<file path="config.mk">
export PLATFORM = sky130hd
export DESIGN_NAME = rtcx_osc_regs
export DESIGN_NICKNAME = d
export VERILOG_FILES = /design/src/shared/rtcx_pkg.sv /design/src/design/rtcx_cap_step.sv /design/src/design/rtcx_osc_regs.sv
export SDC_FILE = /design/constraint.sdc
export NUM_CORES = 1
export LEC_CHECK = 0
export BUFFER_PORTS_ARGS = -buffer_cell sky130_fd_sc_hd__buf_2
export CAP_MARGIN = 20
export CORE_MARGIN = 2
export CORE_UTILIZATION = 55
export DETAILED_ROUTE_END_ITERATION = 10
export PLACE_DENSITY = 0.87
export SLEW_MARGIN = 20
export SYNTH_ARGS = -nofsm -noshare
export SYNTH_HDL_FRONTEND = slang
export SYNTH_SLANG_ARGS = --single-unit
</file>
<file path="constraint.sdc">
create_clock -name i_clk -period 5.7 [get_ports i_clk]
set_input_delay 0.57 -clock i_clk [delete_from_list [all_inputs] [get_ports i_clk]]
set_output_delay 0.57 -clock i_clk [all_outputs]
set_load 0.005 [all_outputs]
</file>
<file path="src/shared/rtcx_pkg.sv">
// rtcx_pkg: constants and carrier types for the rtc oscillator register block
// assumes a 100 MHz system clock and an ahb-lite register bus of 32-bit words
package rtcx_pkg;

    // clock and load-capacitance stepping pace
    localparam int unsigned CLK_PERIOD_NS    = 10;
    localparam int unsigned CAP_STEP_TIME_NS = 1000;
    localparam int unsigned CAP_STEP_CYCLES  =
        (CAP_STEP_TIME_NS + CLK_PERIOD_NS - 1) / CLK_PERIOD_NS;
    localparam int unsigned STEP_CNT_W       = 16;

    // register indices; byte address is four times the index
    localparam logic [7:0] IDX_TIMER_CAPTURE_BYTE0   = 8'h00;
    localparam logic [7:0] IDX_TIMER_CAPTURE_BYTE1   = 8'h01;
    localparam logic [7:0] IDX_TIMER_CAPTURE_BYTE2   = 8'h02;
    localparam logic [7:0] IDX_TIMER_CAPTURE_BYTE3   = 8'h03;
    localparam logic [7:0] IDX_TIMER_CMD  = 8'h04;
    localparam logic [7:0] IDX_OSC_CTRL   = 8'h05;
    localparam logic [7:0] IDX_OSC_CFG    = 8'h06;
    localparam logic [7:0] IDX_OSC_PIN    = 8'h07;
    localparam logic [7:0] IDX_IRQ_STATUS = 8'h10;
    localparam logic [7:0] IDX_IRQ_MASK   = 8'h11;

    // timer command register fields
    localparam int unsigned CMD_SET_BIT = 1;
    localparam int unsigned CMD_CAP_BIT = 0;

    // oscillator control fields
    localparam int unsigned CTRL_GAIN_BIT  = 7;
    localparam int unsigned CTRL_CRYSTAL_MODE_SELECT_BIT = 6;
    localparam int unsigned CTRL_BIAS_BIT  = 5;
    localparam int unsigned CTRL_VALID_BIT = 4;
    localparam int unsigned CTRL_LFO_BIT   = 3;

    // oscillator configuration fields
    localparam int unsigned CFG_STEP_BIT  = 7;
    localparam int unsigned CFG_READY_BIT = 6;
    localparam int unsigned CFG_CAP_MSB   = 3;
    localparam int unsigned CFG_CAP_W     = 4;

    // pin configuration fields
    localparam int unsigned PIN_SHORT_BIT = 7;
    localparam int unsigned PIN_RSVD_W    = 7;

    // reset values
    localparam logic [7:0] RST_CAPTURE  = 8'h00;
    localparam logic [7:0] RST_CTRL     = 8'h00;
    localparam logic [3:0] RST_LOAD_CAP = 4'h0;
    localparam logic [6:0] RST_PIN_RSVD = 7'h00;
    localparam logic [3:0] RST_IRQ      = 4'h0;

    // interrupt event bits
    localparam int unsigned EVT_SET_DONE  = 0;
    localparam int unsigned EVT_CAP_DONE  = 1;
    localparam int unsigned EVT_CAP_READY = 2;
    localparam int unsigned EVT_CLK_VALID = 3;
    localparam int unsigned EVT_COUNT     = 4;

    typedef enum logic [1:0] {
        RTCX_SRC_SELF,
        RTCX_SRC_CRYSTAL,
        RTCX_SRC_LFO
    } rtcx_osc_src_type;

    typedef enum logic [1:0] {
        RTCX_BUS_IDLE,
        RTCX_BUS_WRITE,
        RTCX_BUS_READ_WAIT,
        RTCX_BUS_READ_DONE
    } rtcx_bus_state_type;

    // drive towards the analog oscillator
    typedef struct packed {
        logic             gain_control_enable;
        logic             bias_double_enable;
        rtcx_osc_src_type source;
        logic             osc_pin_short_select;
        logic [3:0]       load_cap_applied;
    } rtcx_osc_drive_type;

    // requests towards the timer
    typedef struct packed {
        logic        set_req;
        logic        capture_req;
        logic [31:0] load_value;
    } rtcx_timer_req_type;

endpackage : rtcx_pkg

</file>
<file path="src/design/rtcx_cap_step.sv">
// rtcx_cap_step: walks the applied load capacitance towards its target
// assumes the target is a register value, stable between software writes
`timescale 1ns/10ps
module rtcx_cap_step
    import rtcx_pkg::*;
(
    input  wire logic       i_clk,
    input  wire logic       i_rst_n,
    input  wire logic       i_auto_step,
    input  wire logic [3:0] i_target,
    output logic      [3:0] o_applied,
    output logic            o_ready
);

    logic [3:0]            applied;
    logic [3:0]            next_applied;
    logic [STEP_CNT_W-1:0] pace;
    logic [STEP_CNT_W-1:0] next_pace;

    // one unit closer to the target
    function automatic logic [3:0] step_toward(input logic [3:0] cur,
                                               input logic [3:0] tgt);
        if (cur < tgt) begin
            return 4'(cur + 4'h1);
        end else if (cur > tgt) begin
            return 4'(cur - 4'h1);
        end
        return cur;
    endfunction : step_toward

    // gradual steps when enabled, otherwise the target applies at once
    always_comb begin
        next_applied = applied;
        next_pace    = pace;
        if (!i_auto_step) begin
            next_applied = i_target;
            next_pace    = '0;
        end else if (applied != i_target) begin
            if (pace == STEP_CNT_W'(CAP_STEP_CYCLES - 1)) begin
                next_applied = step_toward(applied, i_target);
                next_pace    = '0;
            end else begin
                next_pace = STEP_CNT_W'(pace + 1'b1);
            end
        end else begin
            next_pace = '0;
        end
    end

    always_ff @(posedge i_clk or negedge i_rst_n) begin
        if (!i_rst_n) begin
            applied <= RST_LOAD_CAP;
            pace    <= '0;
        end else begin
            applied <= next_applied;
            pace    <= next_pace;
        end
    end

    assign o_applied = applied;
    assign o_ready   = (applied == i_target);

endmodule : rtcx_cap_step

</file>
<file path="src/design/rtcx_osc_regs.sv">
// rtcx_osc_regs: rtc oscillator control, configuration, pin setup and the
// four timer capture bytes, reached over an ahb-lite slave port
// assumes one master, synchronous inputs, and a timer that answers each
// request with a one-cycle done pulse
//
// Contract
// auto stepping moves the applied capacitance stepwise to the target.
// the ready flag is one when applied equals target, zero while stepping.
// configuration bits three to zero hold the read/write target capacitance.
// configuration bits five and four read zero and ignore writes.
// a one in the write-only pin bit shorts the two oscillator pins.
// software changes the pin bit only by read-modify-write.
// four capture bytes form one 32-bit value to read or load the timer.
// bytes move to or from the timer only on a set or capture command.
// a set command loads the bytes into the timer and clears when done.
// a capture command copies the timer into the bytes, clearing when done.
// the lfo override wins, else the mode bit picks crystal or self.
// gain and bias are read/write, clock-valid read-only, bits 2:0 zero.
`timescale 1ns/10ps
module rtcx_osc_regs
    import rtcx_pkg::*;
(
    input  wire logic               i_clk,
    input  wire logic               i_rst_n,
    // ahb-lite slave
    input  wire logic               i_hsel,
    input  wire logic [31:0]        i_haddr,
    input  wire logic [1:0]         i_htrans,
    input  wire logic               i_hwrite,
    input  wire logic [2:0]         i_hsize,
    input  wire logic [31:0]        i_hwdata,
    input  wire logic               i_hready,
    output logic      [31:0]        o_hrdata,
    output logic                    o_hreadyout,
    output logic                    o_hresp,
    // oscillator
    input  wire logic               i_osc_amplitude_ok,
    output rtcx_osc_drive_type      o_osc_drive,
    // timer
    output rtcx_timer_req_type      o_timer_req,
    input  wire logic               i_timer_set_done,
    input  wire logic               i_timer_capture_done,
    input  wire logic [31:0]        i_timer_value,
    // interrupt
    output logic                    o_irq
);

    // bus phase state
    rtcx_bus_state_type   bus_state;
    rtcx_bus_state_type   next_bus_state;
    logic [7:0]           ph_index;
    logic [7:0]           next_ph_index;
    logic                 ph_mapped;
    logic                 next_ph_mapped;
    logic [31:0]          hrdata;
    logic [31:0]          next_hrdata;

    // register state
    logic [7:0]           cap_bytes [0:3];
    logic [7:0]           next_cap_bytes [0:3];
    logic                 set_cmd;
    logic                 next_set_cmd;
    logic                 cap_cmd;
    logic                 next_cap_cmd;
    logic                 gain_control_enable;
    logic                 next_gain_control_enable;
    logic                 crystal_mode_select;
    logic                 next_crystal_mode_select;
    logic                 bias_double_enable;
    logic                 next_bias_double_enable;
    logic                 low_freq_osc_override;
    logic                 next_low_freq_osc_override;
    logic                 cap_auto_step_enable;
    logic                 next_cap_auto_step_enable;
    logic [3:0]           load_cap_target;
    logic [3:0]           next_load_cap_target;
    logic                 osc_pin_short_select;
    logic                 next_osc_pin_short_select;
    logic [6:0]           pin_rsvd;
    logic [6:0]           next_pin_rsvd;
    logic [EVT_COUNT-1:0] irq_status;
    logic [EVT_COUNT-1:0] next_irq_status;
    logic [EVT_COUNT-1:0] irq_mask;
    logic [EVT_COUNT-1:0] next_irq_mask;
    logic                 valid_q;
    logic                 ready_q;

    // derived signals
    logic                 addr_take;
    logic                 wr_en;
    logic [7:0]           wr_data;
    logic [3:0]           load_cap_applied;
    logic                 cap_ready_flag;
    logic [EVT_COUNT-1:0] events;

    // address decode: word index, upper bits must be zero to be mapped
    function automatic logic [7:0] reg_index(input logic [31:0] addr);
        return addr[9:2];
    endfunction : reg_index

    function automatic logic index_mapped(input logic [31:0] addr);
        logic [7:0] idx;
        idx = reg_index(addr);
        return (addr[31:10] == 22'h000000) &&
               ((idx <= IDX_OSC_PIN) || (idx == IDX_IRQ_STATUS) ||
                (idx == IDX_IRQ_MASK));
    endfunction : index_mapped

    assign addr_take = i_hsel & i_htrans[1] & i_hready;
    assign wr_en     = (bus_state == RTCX_BUS_WRITE) & ph_mapped;
    assign wr_data   = i_hwdata[7:0];

    // load capacitance stepper
    rtcx_cap_step u_cap_step (
        .i_clk       (i_clk),
        .i_rst_n     (i_rst_n),
        .i_auto_step (cap_auto_step_enable),
        .i_target    (load_cap_target),
        .o_applied   (load_cap_applied),
        .o_ready     (cap_ready_flag)
    );

    // bus phase sequencing; reads wait one cycle so that a write in the
    // preceding data phase is always seen by the read that follows it
    always_comb begin
        next_bus_state = bus_state;
        next_ph_index  = ph_index;
        next_ph_mapped = ph_mapped;
        next_hrdata    = hrdata;
        case (bus_state)
            RTCX_BUS_READ_WAIT: begin
                next_bus_state = RTCX_BUS_READ_DONE;
                next_hrdata    = '0;
                if (ph_mapped) begin
                    case (ph_index)
                        IDX_TIMER_CAPTURE_BYTE0: next_hrdata[7:0] = cap_bytes[0];
                        IDX_TIMER_CAPTURE_BYTE1: next_hrdata[7:0] = cap_bytes[1];
                        IDX_TIMER_CAPTURE_BYTE2: next_hrdata[7:0] = cap_bytes[2];
                        IDX_TIMER_CAPTURE_BYTE3: next_hrdata[7:0] = cap_bytes[3];
                        IDX_TIMER_CMD: begin
                            next_hrdata[CMD_SET_BIT] = set_cmd;
                            next_hrdata[CMD_CAP_BIT] = cap_cmd;
                        end
                        IDX_OSC_CTRL: begin
                            // bits two to zero stay zero
                            next_hrdata[CTRL_GAIN_BIT]  = gain_control_enable;
                            next_hrdata[CTRL_CRYSTAL_MODE_SELECT_BIT] = crystal_mode_select;
                            next_hrdata[CTRL_BIAS_BIT]  = bias_double_enable;
                            next_hrdata[CTRL_VALID_BIT] = i_osc_amplitude_ok;
                            next_hrdata[CTRL_LFO_BIT]   = low_freq_osc_override;
                        end
                        IDX_OSC_CFG: begin
                            next_hrdata[CFG_STEP_BIT]  = cap_auto_step_enable;
                            next_hrdata[CFG_READY_BIT] = cap_ready_flag;
                            next_hrdata[CFG_CAP_MSB:0] = load_cap_target;
                        end
                        IDX_OSC_PIN: begin
                            // pin bit is write-only and reads as zero
                            next_hrdata[PIN_RSVD_W-1:0] = pin_rsvd;
                        end
                        IDX_IRQ_STATUS: next_hrdata[EVT_COUNT-1:0] = irq_status;
                        IDX_IRQ_MASK:   next_hrdata[EVT_COUNT-1:0] = irq_mask;
                        default:        next_hrdata = '0;
                    endcase
                end
            end
            RTCX_BUS_IDLE, RTCX_BUS_WRITE, RTCX_BUS_READ_DONE: begin
                next_bus_state = RTCX_BUS_IDLE;
                if (addr_take) begin
                    next_ph_index  = reg_index(i_haddr);
                    next_ph_mapped = index_mapped(i_haddr);
                    next_bus_state = i_hwrite ? RTCX_BUS_WRITE
                                              : RTCX_BUS_READ_WAIT;
                end
            end
            default: next_bus_state = RTCX_BUS_IDLE;
        endcase
    end

    always_ff @(posedge i_clk or negedge i_rst_n) begin
        if (!i_rst_n) begin
            bus_state <= RTCX_BUS_IDLE;
            ph_index  <= 8'h00;
            ph_mapped <= 1'b0;
            hrdata    <= 32'h00000000;
        end else begin
            bus_state <= next_bus_state;
            ph_index  <= next_ph_index;
            ph_mapped <= next_ph_mapped;
            hrdata    <= next_hrdata;
        end
    end

    // oscillator control, configuration and pin fields
    always_comb begin
        next_gain_control_enable   = gain_control_enable;
        next_crystal_mode_select   = crystal_mode_select;
        next_bias_double_enable    = bias_double_enable;
        next_low_freq_osc_override = low_freq_osc_override;
        next_cap_auto_step_enable  = cap_auto_step_enable;
        next_load_cap_target       = load_cap_target;
        next_osc_pin_short_select  = osc_pin_short_select;
        next_pin_rsvd              = pin_rsvd;
        if (wr_en && ph_index == IDX_OSC_CTRL) begin
            next_gain_control_enable   = wr_data[CTRL_GAIN_BIT];
            next_crystal_mode_select   = wr_data[CTRL_CRYSTAL_MODE_SELECT_BIT];
            next_bias_double_enable    = wr_data[CTRL_BIAS_BIT];
            // the override is writable so software can pick the lfo
            next_low_freq_osc_override = wr_data[CTRL_LFO_BIT];
        end
        if (wr_en && ph_index == IDX_OSC_CFG) begin
            next_cap_auto_step_enable = wr_data[CFG_STEP_BIT];
            next_load_cap_target      = wr_data[CFG_CAP_MSB:0];
        end
        if (wr_en && ph_index == IDX_OSC_PIN) begin
            next_osc_pin_short_select = wr_data[PIN_SHORT_BIT];
            // reserved bits simply keep what software writes back
            next_pin_rsvd             = wr_data[PIN_RSVD_W-1:0];
        end
    end

    always_ff @(posedge i_clk or negedge i_rst_n) begin
        if (!i_rst_n) begin
            gain_control_enable   <= RST_CTRL[CTRL_GAIN_BIT];
            crystal_mode_select   <= RST_CTRL[CTRL_CRYSTAL_MODE_SELECT_BIT];
            bias_double_enable    <= RST_CTRL[CTRL_BIAS_BIT];
            low_freq_osc_override <= RST_CTRL[CTRL_LFO_BIT];
            cap_auto_step_enable  <= 1'b0;
            load_cap_target       <= RST_LOAD_CAP;
            osc_pin_short_select  <= 1'b0;
            pin_rsvd              <= RST_PIN_RSVD;
        end else begin
            gain_control_enable   <= next_gain_control_enable;
            crystal_mode_select   <= next_crystal_mode_select;
            bias_double_enable    <= next_bias_double_enable;
            low_freq_osc_override <= next_low_freq_osc_override;
            cap_auto_step_enable  <= next_cap_auto_step_enable;
            load_cap_target       <= next_load_cap_target;
            osc_pin_short_select  <= next_osc_pin_short_select;
            pin_rsvd              <= next_pin_rsvd;
        end
    end

    // capture bytes and timer commands; a done pulse clears its command
    // unless software rewrites a one in that same cycle
    always_comb begin
        for (int i = 0; i < 4; i++) begin
            next_cap_bytes[i] = cap_bytes[i];
            if (wr_en && ph_index == 8'(i)) begin
                next_cap_bytes[i] = wr_data;
            end
            // timer copy beats a software write in the same cycle
            if (cap_cmd && i_timer_capture_done) begin
                next_cap_bytes[i] = i_timer_value[8*i +: 8];
            end
        end
        next_set_cmd = set_cmd;
        next_cap_cmd = cap_cmd;
        if (set_cmd && i_timer_set_done) begin
            next_set_cmd = 1'b0;
        end
        if (cap_cmd && i_timer_capture_done) begin
            next_cap_cmd = 1'b0;
        end
        if (wr_en && ph_index == IDX_TIMER_CMD) begin
            if (wr_data[CMD_SET_BIT]) begin
                next_set_cmd = 1'b1;
            end
            if (wr_data[CMD_CAP_BIT]) begin
                next_cap_cmd = 1'b1;
            end
        end
    end

    always_ff @(posedge i_clk or negedge i_rst_n) begin
        if (!i_rst_n) begin
            for (int i = 0; i < 4; i++) begin
                cap_bytes[i] <= RST_CAPTURE;
            end
            set_cmd <= 1'b0;
            cap_cmd <= 1'b0;
        end else begin
            for (int i = 0; i < 4; i++) begin
                cap_bytes[i] <= next_cap_bytes[i];
            end
            set_cmd <= next_set_cmd;
            cap_cmd <= next_cap_cmd;
        end
    end

    // interrupt events: command completions and rising ready/valid flags
    assign events[EVT_SET_DONE]  = set_cmd & i_timer_set_done;
    assign events[EVT_CAP_DONE]  = cap_cmd & i_timer_capture_done;
    assign events[EVT_CAP_READY] = cap_ready_flag & ~ready_q;
    assign events[EVT_CLK_VALID] = i_osc_amplitude_ok & ~valid_q;

    // write-one-to-clear; a new event wins over the clear
    always_comb begin
        next_irq_status = irq_status;
        next_irq_mask   = irq_mask;
        if (wr_en && ph_index == IDX_IRQ_STATUS) begin
            next_irq_status = irq_status & ~wr_data[EVT_COUNT-1:0];
        end
        if (wr_en && ph_index == IDX_IRQ_MASK) begin
            next_irq_mask = wr_data[EVT_COUNT-1:0];
        end
        next_irq_status = next_irq_status | events;
    end

    // ready starts high after reset, so no event fires on release
    always_ff @(posedge i_clk or negedge i_rst_n) begin
        if (!i_rst_n) begin
            irq_status <= RST_IRQ;
            irq_mask   <= RST_IRQ;
            valid_q    <= 1'b0;
            ready_q    <= 1'b1;
        end else begin
            irq_status <= next_irq_status;
            irq_mask   <= next_irq_mask;
            valid_q    <= i_osc_amplitude_ok;
            ready_q    <= cap_ready_flag;
        end
    end

    // oscillator source: lfo override first, then crystal or self
    always_comb begin
        o_osc_drive.gain_control_enable  = gain_control_enable;
        o_osc_drive.bias_double_enable   = bias_double_enable;
        o_osc_drive.osc_pin_short_select = osc_pin_short_select;
        o_osc_drive.load_cap_applied     = load_cap_applied;
        if (low_freq_osc_override) begin
            o_osc_drive.source = RTCX_SRC_LFO;
        end else if (crystal_mode_select) begin
            o_osc_drive.source = RTCX_SRC_CRYSTAL;
        end else begin
            o_osc_drive.source = RTCX_SRC_SELF;
        end
    end

    // timer always sees the capture bytes; set and capture requests follow the pending commands
    assign o_timer_req.set_req     = set_cmd;
    assign o_timer_req.capture_req = cap_cmd;
    assign o_timer_req.load_value  = {cap_bytes[3], cap_bytes[2],
                                      cap_bytes[1], cap_bytes[0]};

    assign o_hrdata    = hrdata;
    assign o_hreadyout = (bus_state != RTCX_BUS_READ_WAIT);
    assign o_hresp     = 1'b0;
    assign o_irq       = |(irq_status & irq_mask);

endmodule : rtcx_osc_regs

</file>
Yosys cells after proc, flatten, opt, wreduce, memory -nomap -nowiden
Index checks and enable logic that the tools add are counted.
{"block": "classes", "n_lt_le_gt_ge": 3, "n_reduce_logical": 26, "mux": 41, "add_sub_neg": 3, "eq_ne": 21, "bitwise": 13}
{"op": "two-way mux 8 bit", "n": 9}
{"op": "two-way mux 16 bit", "n": 3}
{"op": "== test 8 x 3 -> 1 bit, second input constant", "n": 4}
{"op": "== test 8 x 5 -> 1 bit, second input constant", "n": 4}
{"op": "two-way mux 4 bit", "n": 7}
{"op": "logical NOT 22 bit", "n": 1}
{"op": "one-hot mux 2 bit (9 select lines)", "n": 1}
{"op": "adder 16 x 1 -> 16 bit, second input constant", "n": 1}
{"op": "== test 16 x 7 -> 1 bit, second input constant", "n": 1}
{"op": "== test 8 x 2 -> 1 bit, second input constant", "n": 2}
{"op": "logical AND 1 bit", "n": 13}
{"op": "two-way mux 1 bit", "n": 12}
{"op": "one-hot mux 2 bit (6 select lines)", "n": 1}
{"op": "one-hot mux 1 bit (9 select lines)", "n": 1}
{"op": "bitwise AND 4 bit", "n": 2}
{"op": "== test 8 x 1 -> 1 bit, second input constant", "n": 1}
{"op": "<= comparator 8 x 3 -> 1 bit, second input constant", "n": 1}
{"op": "logical NOT 8 bit", "n": 1}
{"op": "one-hot mux 1 bit (8 select lines)", "n": 1}
{"op": "nonzero test 2 bit", "n": 4}
{"op": "bitwise AND 1 bit", "n": 7}
{"op": "one-hot mux 1 bit (7 select lines)", "n": 1}
{"op": "two-way mux 2 bit", "n": 3}
{"op": "!= test 2 x 1 -> 1 bit, second input constant", "n": 3}
{"op": "20 further kinds", "n": 23}
{"block": "totals", "output_inout_bits": 78, "ff_bits": 124, "word_cells": 131, "in_bits": 109}

Logic depth before layout (Yosys ltp)
Gate-level depths: netlist (run 1).
{"block": "depth", "ltp_word": 10, "mapped_depth": 11, "ltp_nobuf": 11}

Modules after synthesis
A second synthesis (run 1) with hierarchy kept.
{"block": "hier_totals", "hier_cells": 549, "hier_area_um2": 5579.1}
{"mod": "rtcx_osc_regs", "cells_each": 434, "n_inst": 1, "area_each_um2": 4453.0, "seq_area_each_um2": 2003.2}
{"mod": "rtcx_cap_step", "cells_each": 115, "n_inst": 1, "area_each_um2": 1126.1, "seq_area_each_um2": 500.5}

Worst setup path before layout (run 1)
Ideal clock, no wire load.
{"block": "synth_timing", "path_kind": "flip-flop to flip-flop", "start": "register u_cap_step.applied[1] (netlist: u_cap_step.o_applied[1])", "end": "register u_cap_step.applied[3] (netlist: u_cap_step.o_applied[3])", "path_slack_ns": 2.987, "stages_incl_launch_ff": 11, "n_path_buf": 0, "required_time_ns": 5.564, "arrival_time_ns": 2.576, "synth_period_minus_slack_ns": 2.713, "setup_ns": 0.136, "path_cell_list": "dfrtp_1 -> ha_1 -> nor2b_1 -> o211ai_1 -> nand2_1 -> ha_1 -> a21o_1 -> a21o_1 -> and3_1 -> o2111ai_1 -> or3b_2"}
{"block": "synth_via", "elab_chain_len": 8, "word_cells_on_any_way": 19}
{"element": "start: declaration", "line_no": "rtcx_cap_step.sv:15", "text": "logic [3:0] applied;"}
{"element": "start signal: assignment", "line_no": "rtcx_cap_step.sv:55", "text": "applied <= next_applied;"}
{"element": "> comparator 4 bit", "line_no": "rtcx_cap_step.sv:25", "text": "end else if (cur > tgt) begin"}
{"element": "two-way mux 1 bit", "line_no": "rtcx_cap_step.sv:25"}
{"element": "two-way mux 1 bit", "line_no": "rtcx_cap_step.sv:23", "text": "if (cur < tgt) begin"}
{"element": "two-way mux 1 bit", "line_no": "rtcx_cap_step.sv:39", "text": "if (pace == STEP_CNT_W'(CAP_STEP_CYCLES - 1)) begin"}
{"element": "two-way mux 1 bit", "line_no": "rtcx_cap_step.sv:38", "text": "end else if (applied != i_target) begin"}
{"element": "two-way mux 1 bit", "line_no": "rtcx_cap_step.sv:35", "text": "if (!i_auto_step) begin"}
{"element": "!= test 2 x 1 -> 1 bit (no source line)"}
{"element": "AND reduction 3 bit (no source line)"}
Several ways; a longest one is shown, not always the timed one. The select of a mux whose other input is x is not followed.
A chain may end at the register's enable or synchronous reset.

Worst setup path in the final report (run 1)
Same ends and word-level chain as after synthesis.

==> results_dict.tcl, run 1 <==
set metrics [dict create \
    status "finished, final reports clean" \
    hold_viol_final 0 \
    final_cell_mix "buf_2 (130), dfrtp_1 (99), a21oi_1 (49), nand2_1 (49), nor2_1 (39)" \
    syn_to_final_growth_pct 14.5 \
    cts_tree "built" \
    multiInputGateArea_um2 2590 \
    cts_setup_buffers 0 \
    grt_usage 0.267 \
    grt_max_degree 66 \
    rsz0062_at_grt "false" \
    vdd_drop_max_mv 0.140 \
    ctsHoldBuffers 0 \
    overflow 0 \
    fill_cells 765 \
    worstPathArrival_ns 3.14 \
    cts-root-buf "clkbuf_8" \
    die_w_um 103 \
    coreArea_um2 9680 \
    via_count 4733 \
    synth-edff-count 0 \
    clock_latency_ns 0.38 \
    placed_area_um2 6010 \
    yosys.area.top_type_share 0.455 \
    gp_congestion 0.906 \
    relSlewSlack 0.467 \
    fmax_mhz 346 \
    grt_antenna_before_repair 0 \
    die_h_um 103 \
    cts_buffer_depth 2 \
    hold_class "input port to async pin" \
    netlist_top_cells_area "dfrtp_1 (46%), buf_4 (4.6%), a21oi_1 (4.5%)" \
    totalNegativeSetupSlack_ns 0 \
    pre_cts_slack_ns 2.83 \
    critical_path.startpoint_type "flip-flop" \
    cts_sinks 100 \
    rows 36 \
    grt_pass1_wl_mm 21.8 \
    cp_top_family "simple AND/OR/NAND/NOR gates" \
    synthArstFlopShare 1.00 \
    portBuffers 131 \
    fin_util 0.644 \
    min_period_ns 2.89 \
    setup_violations 0 \
    slew_violations 0 \
    drt-vias-per-instance 5.95 \
    power.leakage_nw 2.98 \
    wl_per_cell_um 18.0 \
    final_antenna_net_count 0 \
    yosysSeqAreaShare 0.460 \
    clkTransAtPathRegs_ns 0.10 \
    fin_cells 795 \
    nNetsFinal 774 \
    worst_pin_slew_ns 0.797 \
    placed_cells 779 \
    synth.largest_area_cell "dfrtp_1" \
    wl_mm 14.3 \
    htreeDepth 3 \
    dp_hpwl_mm 10.4 \
    drt_iter0_markers 449 \
    syn-cell-area_um2 5440 \
    slowest_delay_ns 0.45 \
    ys_types 64 \
    yosys_warnings 0 \
    critical_path_class "flip-flop to flip-flop" \
    end_kind "flip-flop" \
    critical_path.max_fanout 5 \
    cp_slowest_cell "or3b_2" \
    seq_area_um2 2500 \
    stdcell_area_um2 6240 \
    die_area_um2 10700 \
    drc 0 \
    clock_skew_ns 0.0117 \
    start_util 0.562 \
    ys_ff_latch 100 \
    numCtsBuffers 9 \
    insertedDiodeCount 0 \
    layout_worst_path_cycle_share 0.506 \
    crit_buf_inv 0 \
    worst_ep_required_time_ns 5.95 \
    avgSynthCellArea_um2 10.0 \
    dr.pass1.iters 8 \
    power_density_nw_per_um2 283 \
    maxCapViolations 0 \
    finalWorstSetupSlack_ns 2.81 \
    boundaryPins 187 \
    cts_resized 0 \
    grt_pass1_vias 4285 \
    synthCells 542 \
    synth-main-ff-cell "dfrtp_1" \
    drive_gt1_frac 0.295 \
    final_common_cell "buf_2" \
    crit_path_cell_trace "ha_1 -> nor2b_1 -> o211ai_1 -> nand2_1 -> ha_1 -> a21o_1 -> a21o_1 -> and3_1 -> o2111ai_1 -> or3b_2" \
]
[registers in the layout, summed over array words and instances (netlist names), 2 cells and up]
| name | flops |
|---|---|
| irq_status | 4 |
| o_timer_req | 32 |
| u_cap_step.o_applied | 4 |
| pin_rsvd | 7 |
| o_hrdata | 8 |
| bus_state | 2 |
| u_cap_step.pace | 16 |
| ph_index | 8 |
| load_cap_target | 4 |
| irq_mask | 4 |
[metrics by stage]
| step | power (mW) | hold WS (ns) |
|---|---|---|
| final | 1.76 | 0.131 |
| after global routing | 1.84 | 0.154 |
| after CTS | 1.75 | 0.146 |
| after detailed placement | 1.24 | 0.450 |
| after global placement | 1.23 | 0.437 |
| after floorplan | 1.11 | 0.274 |
[cell type report]
cell class / instances / share of cell area
multi-input cells: 395 / 0.416
repair buffers: 134 / 0.109
inverters: 17 / 0.0102
flip-flops and latches: 100 / 0.401
clock buffers: 11 / 0.0227
well taps: 133 / 0.0267
clock inverters: 5 / 0.0136
[where the power goes]
part	internal (mW)	switching, mW	leakage (nW)	total [mW]
registers	0.773	0.0753	1.25	0.848
logic	0.164	0.236	1.62	0.399
clock network	0.262	0.255	0.110	0.517
total	1.20	0.566	2.98	1.76
[worst paths after layout]
check                                                         start                                   to  slack, ns  cells past startpoint
worst max-delay path            u_cap_step.o_applied[1]$_DFFE_PN0P_  u_cap_step.o_applied[3]$_DFFE_PN0P_       2.81                     10
worst min-delay path                                        i_rst_n               bus_state[0]$_DFF_PN0_       0.13                      1
worst max register to register  u_cap_step.o_applied[1]$_DFFE_PN0P_  u_cap_step.o_applied[3]$_DFFE_PN0P_       2.81                     10
worst min register to register         u_cap_step.pace[0]$_DFF_PN0_         u_cap_step.pace[0]$_DFF_PN0_       0.45                      1
max in group asynchronous                                   i_rst_n           o_timer_req[3]$_DFFE_PN0P_       4.40                      2
min in group i_clk                                 i_timer_set_done                    set_cmd$_DFF_PN0_       0.37                      2
[routing by layer]
layer  vias to the layer above  wire (um)  GRT usage
met5                         -          0          0
met4                         0        481     0.0769
met3                        55       1500     0.0739
met2                       290       6760      0.432
met1                      2280       5540      0.355
li1                       2108          -          -
[cells in the mapped netlist (6+ instances only)]
master     n
clkbuf_1  12
nand4_1    6
buf_4     33
a21oi_1   49
nand3_1   12
nor4_1     8
and2_1    10
xnor2_1    6
nand2_1   49
a22oi_1    9
nor2b_1    6
o22ai_1    7
mux2i_1   23
dfrtp_1   99
o21ai_0   27
xor2_1     6
nor2_1    39
inv_1     17
mux2_2    20
mux2_4     9
a22o_1    11
o21ai_1    6
ha_1       7
[worst reg2reg max path: stages (launching register included)]
cell and delay [ns]:
dfrtp_1 0.44, ha_1 0.32, nor2b_1 0.14, o211ai_1 0.24
nand2_1 0.16, ha_1 0.30, a21o_1 0.17, a21o_1 0.18
and3_1 0.19, o2111ai_1 0.17, or3b_2 0.45
[cell families (layout without fill, tap and decap cells)]
| kind of cell | after synthesis | in the layout | synth area share |
|---|---|---|---|
| AOI/OAI and AO/OA | 137 | 137 | 0.159 |
| buffers and inverters | 71 | 167 | 0.0800 |
| xor gates and xnor gates | 12 | 12 | 0.0193 |
| muxes | 53 | 53 | 0.111 |
| adders and majority gates | 8 | 8 | 0.0198 |
| and+or+nand+nor | 160 | 160 | 0.151 |
| other | 1 | 25 | 0.000689 |
| DFF | 100 | 100 | 0.460 |
(Power assumes the default switching activity.)
==> run 2, diff against run 1 <==
--- a/config.mk
+++ b/config.mk
@@ -5,12 +5,13 @@
 export SDC_FILE = /design/constraint.sdc
 export NUM_CORES = 1
 export LEC_CHECK = 0
+export ABC_AREA = 1
 export BUFFER_PORTS_ARGS = -buffer_cell sky130_fd_sc_hd__buf_2
 export CAP_MARGIN = 20
 export CORE_MARGIN = 2
-export CORE_UTILIZATION = 55
+export CORE_UTILIZATION = 51
 export DETAILED_ROUTE_END_ITERATION = 10
-export PLACE_DENSITY = 0.87
+export PLACE_DENSITY = 0.81
 export SLEW_MARGIN = 20
 export SYNTH_ARGS = -nofsm -noshare
 export SYNTH_HDL_FRONTEND = slang
==> constraint.sdc (replaced) <==
create_clock -name i_clk -period 2.85 [get_ports i_clk]
set_input_delay 0.285 -clock i_clk [delete_from_list [all_inputs] [get_ports i_clk]]
set_output_delay 0.285 -clock i_clk [all_outputs]
set_load 0.005 [all_outputs]
==> results_dict.tcl, run 2 <==
set metrics [dict create \
    status "finished, final reports clean" \
    wl_per_cell_um 14.2 \
    synth_compound_area_frac 0.0926 \
    syn-cell-area_um2 5490 \
    ys_types 31 \
    layout_worst_path_cycle_share 0.785 \
    die_h_um 108 \
    boundaryPins 187 \
    clock_skew_ns 0.0132 \
    rsz0062_at_grt "false" \
    critical_path.startpoint_type "flip-flop" \
    synth-main-ff-cell "dfrtp_1" \
    clkTransAtPathRegs_ns 0.10 \
    slew_violations 0 \
    power.leakage_nw 3.34 \
    netlist_top_cells_area "dfrtp_1 (45%), nand2_1 (11%), nand3_1 (10%)" \
    grt_usage 0.251 \
    cts_tree "built" \
    yosys.area.top_type_share 0.451 \
    critical_path.max_fanout 5 \
    avgSynthCellArea_um2 7.68 \
    synth_top_family_by_area "simple AND/OR/NAND/NOR gates" \
    grt_antenna_before_repair 0 \
    totalNegativeSetupSlack_ns 0 \
    crit_path_cell_trace "ha_1 -> inv_1 -> nor2_1 -> o21ai_0 -> nand2_1 -> ha_1 -> nand3_1 -> nand3_1 -> nand2_1 -> nand2_1 -> nand2_1 -> nand3_1 -> nand3_1" \
    maxCapViolations 0 \
    multiInputGateArea_um2 2480 \
    cts_buffer_depth 2 \
    power_density_nw_per_um2 530 \
    grt_pass1_vias 4690 \
    worst_pin_slew_ns 0.794 \
    dr.pass1.iters 5 \
    nNetsFinal 951 \
    die_w_um 108 \
    dp_hpwl_mm 10.7 \
    start_util 0.529 \
    wl_mm 13.9 \
    worst_ep_required_time_ns 3.12 \
    gp_congestion 0.971 \
    final_cell_mix "nand2_1 (155), buf_2 (130), nand3_1 (114)" \
    seq_area_um2 2500 \
    drive_gt1_frac 0.201 \
    final_common_cell "nand2_1" \
    insertedDiodeCount 0 \
    ys_ff_latch 100 \
    synth-edff-count 0 \
    setup_violations 0 \
    cts_sinks 100 \
    numCtsBuffers 9 \
    cts-root-buf "clkbuf_8" \
    cts_setup_buffers 0 \
    drt-vias-per-instance 5.22 \
    yosysSeqAreaShare 0.456 \
    end_kind "flip-flop" \
    critical_path_class "flip-flop to flip-flop" \
    placed_cells 958 \
    fmax_mhz 447 \
    synth.most_common_cell "nand2_1" \
    synth-xor-area-share 0.00160 \
    drt_iter0_markers 361 \
    slowest_delay_ns 0.45 \
    worstPathArrival_ns 2.51 \
    cp_top_family "adder cells" \
    relSlewSlack 0.469 \
    synth-simple-area-share 0.320 \
    fill_cells 950 \
    hold_viol_final 0 \
    grt_pass1_wl_mm 22.6 \
    die_area_um2 11600 \
    synth.largest_area_cell "dfrtp_1" \
    rows 37 \
    yosys-top-cells-count "nand2_1 (155), nand3_1 (114), dfrtp_1 (99), nor2_1 (93), inv_1 (59)" \
    coreArea_um2 10400 \
    hold_class "input port to flip-flop" \
    largest_reg_flops 32 \
    final_antenna_net_count 0 \
    synthArstFlopShare 1.00 \
    synth_adder_area_share 0.0196 \
    synthCells 715 \
    htreeDepth 3 \
    clock_latency_ns 0.38 \
    syn_to_final_growth_pct 15.6 \
    overflow 0 \
    grt_max_degree 60 \
    crit_buf_inv 1 \
    portBuffers 131 \
    fin_cells 975 \
    muxShareOfSynthArea 0.00205 \
    vdd_drop_max_mv 0.311 \
    min_period_ns 2.24 \
    drc 0 \
    cp_slowest_cell "dfrtp_1" \
    via_count 5091 \
    yosys_warnings 0 \
]
[run 2: layer usage]
metal	up-vias	global-route usage	share of wire
met3	19	0.0575	0.067
met2	211	0.407	0.48
met5	-	0	0
met1	2296	0.335	0.43
met4	0	0.0778	0.022
li1	2565	-	-
[run 2: repair_timing]
action                    in CTS  in global routing
hold buffers                   1                  0
resized for setup              0                  0
hold endpoints to repair      32                  0
[run 2: worst paths after layout]
path | end | slack (ns) | start | cells after the start
max | u_cap_step.o_applied[3]$_DFFE_PN0P_ | 0.61 | u_cap_step.o_applied[1]$_DFFE_PN0P_ | 13
min | valid_q$_DFF_PN0_ | 0.07 | i_osc_amplitude_ok | 1
max reg2reg | u_cap_step.o_applied[3]$_DFFE_PN0P_ | 0.61 | u_cap_step.o_applied[1]$_DFFE_PN0P_ | 13
min reg2reg | irq_status[3]$_DFF_PN0_ | 0.45 | valid_q$_DFF_PN0_ | 1
max in group asynchronous | ready_q$_DFF_PN1_ | 1.61 | i_rst_n | 3
min in group asynchronous | u_cap_step.pace[3]$_DFF_PN0_ | 0.51 | i_rst_n | 2
[run 2: kinds of logic after synthesis]
group | Yosys count
and+or+nand+nor | 399
DFF | 100
other | 1
xor gates and xnor gates | 1
buffers and inverters | 114
adders and majority gates | 8
muxes | 1
AOI/OAI and AO/OA | 91
[run 2: power breakdown]
group / internal (mW) / switching [mW] / leakage (nW)
logic: 0.237 / 0.446 / 2.08
registers: 1.53 / 0.104 / 1.15
clock network: 0.510 / 0.535 / 0.118
[run 2: cell type report]
cell class | count | area share
clock buffers | 9 | 0.0195
clock inverters | 7 | 0.0166
inverters | 59 | 0.0349
multi-input cells | 525 | 0.392
flip-flops and latches | 100 | 0.395
well taps | 136 | 0.0268
repair buffers | 139 | 0.116
[run 2: through the flow]
stage / cell area (um^2) / total power [mW] / hold slack (ns) / utilization / setup slack (ns)
finish: 6340 / 3.36 / 0.0689 / 0.612 / 0.612
global route: 6340 / 3.54 / 0.0511 / 0.612 / 0.393
CTS: 6340 / 3.38 / 0.0590 / 0.612 / 0.599
detailed placement: 6100 / 2.34 / 0.406 / 0.589 / 0.612
global placement: 6100 / 2.32 / 0.404 / 0.589 / 0.660
floorplan: 5580 / 2.06 / -0.0106 / - / 0.815
==> run 3, diff against run 2 <==
==> constraint.sdc (replaced) <==
create_clock -name i_clk -period 2.2 [get_ports i_clk]
set_input_delay 0.22 -clock i_clk [delete_from_list [all_inputs] [get_ports i_clk]]
set_output_delay 0.22 -clock i_clk [all_outputs]
set_load 0.005 [all_outputs]
==> results_dict.tcl, run 3 (same netlist as run 2, synthesis figures left out) <==
set metrics [dict create \
    grt_max_degree 62 \
    rows 37 \
    portBuffers 131 \
    cts_sinks 100 \
    hold_viol_final 0 \
    cp_common_cell "nand2_1" \
    clock_latency_ns 0.37 \
    critical_path_class "flip-flop to flip-flop" \
    sw_frac_of_total 0.312 \
    wl_met2_mm 6.94 \
    p_int_mw 3.02 \
    gp_congestion 0.979 \
    final_antenna_net_count 0 \
    met1_length_mm 6.22 \
    clkPwrFrac 0.307 \
    nNetsFinal 965 \
    pre_cts_slack_ns 0.0402 \
    wl_per_cell_um 14.6 \
    fill_cells 959 \
    grt_antenna_before_repair 0 \
    worstPathArrival_ns 2.44 \
    start_util 0.529 \
    via_count 5154 \
    stdcell_area_um2 6500 \
    power_density_nw_per_um2 676 \
    final_common_cell "nand2_1" \
    placed_cells 969 \
    slew_violations 0 \
    dp_hpwl_mm 11.0 \
    clkTransAtPathRegs_ns 0.09 \
    die_h_um 108 \
    drc 0 \
    relSlewSlack 0.602 \
    placed_area_um2 6190 \
    maxCapViolations 0 \
    cts_buffer_depth 2 \
    largest_reg_flops 32 \
    route.met3.wl_um 848 \
    numCtsBuffers 9 \
    coreArea_um2 10400 \
    syn_to_final_growth_pct 18.4 \
    p_switching_mw 1.37 \
    min_period_ns 2.20 \
    end_kind "flip-flop" \
    drt-vias-per-instance 5.21 \
    status "finished, violations left" \
    cts-root-buf "clkbuf_8" \
    grt_pass1_vias 4757 \
    cp_slowest_cell "dfrtp_1" \
    grt_pass1_wl_mm 22.9 \
    final_cell_mix "nand2_1 (154), buf_2 (130), nand3_1 (114)" \
    worst_ep_required_time_ns 2.44 \
    hold_class "input port to flip-flop" \
    htreeDepth 3 \
    die_w_um 108 \
    drive_gt1_frac 0.222 \
    boundaryPins 187 \
    insertedDiodeCount 0 \
    slowest_delay_ns 0.46 \
    critical_path.startpoint_type "flip-flop" \
    layout_worst_path_cycle_share 1.00 \
    drt_iter0_markers 327 \
    finalWorstSetupSlack_ns -0.00130 \
    fin_cells 989 \
    overflow 0 \
    worst_pin_slew_ns 0.595 \
    wl_mm 14.5 \
    p_seq_frac 0.483 \
    critical_path.max_fanout 4 \
    power.leakage_nw 3.40 \
    die_area_um2 11600 \
    grt_usage 0.252 \
    dr.pass1.iters 5 \
    fin_util 0.627 \
    whs_ns 0.0112 \
    setup_violations 1 \
    crit_path_cell_trace "ha_1 -> nand2_1 -> inv_1 -> o21ai_2 -> nand2_2 -> buf_4 -> fa_1 -> xor2_1 -> nand2_1 -> o211ai_1" \
    violations "setup timing" \
    vdd_drop_max_mv 0.379 \
    highest_layer "met4" \
    combPwrFrac 0.210 \
    cts_tree "built" \
    fmax_mhz 454 \
    clock_skew_ns 0.00894 \
]
run 3: cell count changes in the layout (fill, tap and decap cells not counted), moves of 2 or more:
cell / previous run / this run
ha_4: 0 / 3
clkinvlp_4: 0 / 2
inv_8: 2 / 0
ha_1: 7 / 4
buf_4: 7 / 21
clkbuf_8: 9 / 11
run 3: through the flow:
step | total power [mW] | TNS (ns)
2_1_floorplan | 2.67 | 0
5_1_grt | 4.60 | -0.170
4_1_cts | 4.40 | 0
3_5_place_dp | 3.07 | 0
3_3_place_gp | 3.05 | 0
6_report | 4.39 | -0.00130
run 3: timing repair:
item / CTS / global route
hold endpoints to repair: 99 / 0
endpoints found under the setup margin: 0 / 2
hold buffers: 1 / 0
buffers inserted: 0 / 3
gates resized for setup: 0 / 7
run 3: path summary, 6_finish.rpt:
path                                                      from                             endpoint  slack [ns]  cells after the start
max                        u_cap_step.o_applied[2]$_DFFE_PN0P_  u_cap_step.o_applied[2]$_DFFE_PN0P_      -0.001                     10
min                                         i_osc_amplitude_ok                    valid_q$_DFF_PN0_        0.01                      1
max reg2reg                u_cap_step.o_applied[2]$_DFFE_PN0P_  u_cap_step.o_applied[2]$_DFFE_PN0P_      -0.001                     10
min reg2reg                                  valid_q$_DFF_PN0_              irq_status[3]$_DFF_PN0_        0.44                      1
max in group asynchronous                              i_rst_n              ph_index[7]$_DFFE_PN0P_        1.38                      3
min in group asynchronous                              i_rst_n  u_cap_step.o_applied[3]$_DFFE_PN0P_        0.39                      3
run 3: power groups by stage:
stage          clock network, mW  registers [mW]  logic [mW]
6_report                    1.35            2.12       0.923
2_1_floorplan                  0            2.13       0.547
5_1_grt                     1.43            2.14        1.04
3_5_place_dp                   0            2.15       0.915
3_3_place_gp                   0            2.15       0.898
4_1_cts                     1.36            2.12       0.920
run 3: layout make-up:
| type | instances | area, um^2 | area share |
|---|---|---|---|
| inverter | 59 | 221 | 0.0341 |
| timing repair buffer | 153 | 838 | 0.129 |
| multi-input combinational | 525 | 2530 | 0.389 |
| clock inverter | 5 | 83.8 | 0.0129 |
| tap | 136 | 170 | 0.0262 |
| clock buffer | 11 | 151 | 0.0233 |
| sequential | 100 | 2500 | 0.385 |
run 3: worst max-delay path: cells and delay by family, from the launching register on:
| kind | cells | cell delay (ns) |
|---|---|---|
| fa+ha+maj | 2 | 0.72 |
| xor+xnor | 1 | 0.17 |
| flops | 1 | 0.46 |
| compound gates | 2 | 0.17 |
| buf+inv | 2 | 0.23 |
| simple gates | 3 | 0.32 |
run 3: layer usage:
layer | global-route usage | up-vias
li1 | - | 2580
met1 | 0.340 | 2350
met2 | 0.407 | 194
met3 | 0.0357 | 30
met4 | 0.108 | 0
met5 | 0 | -
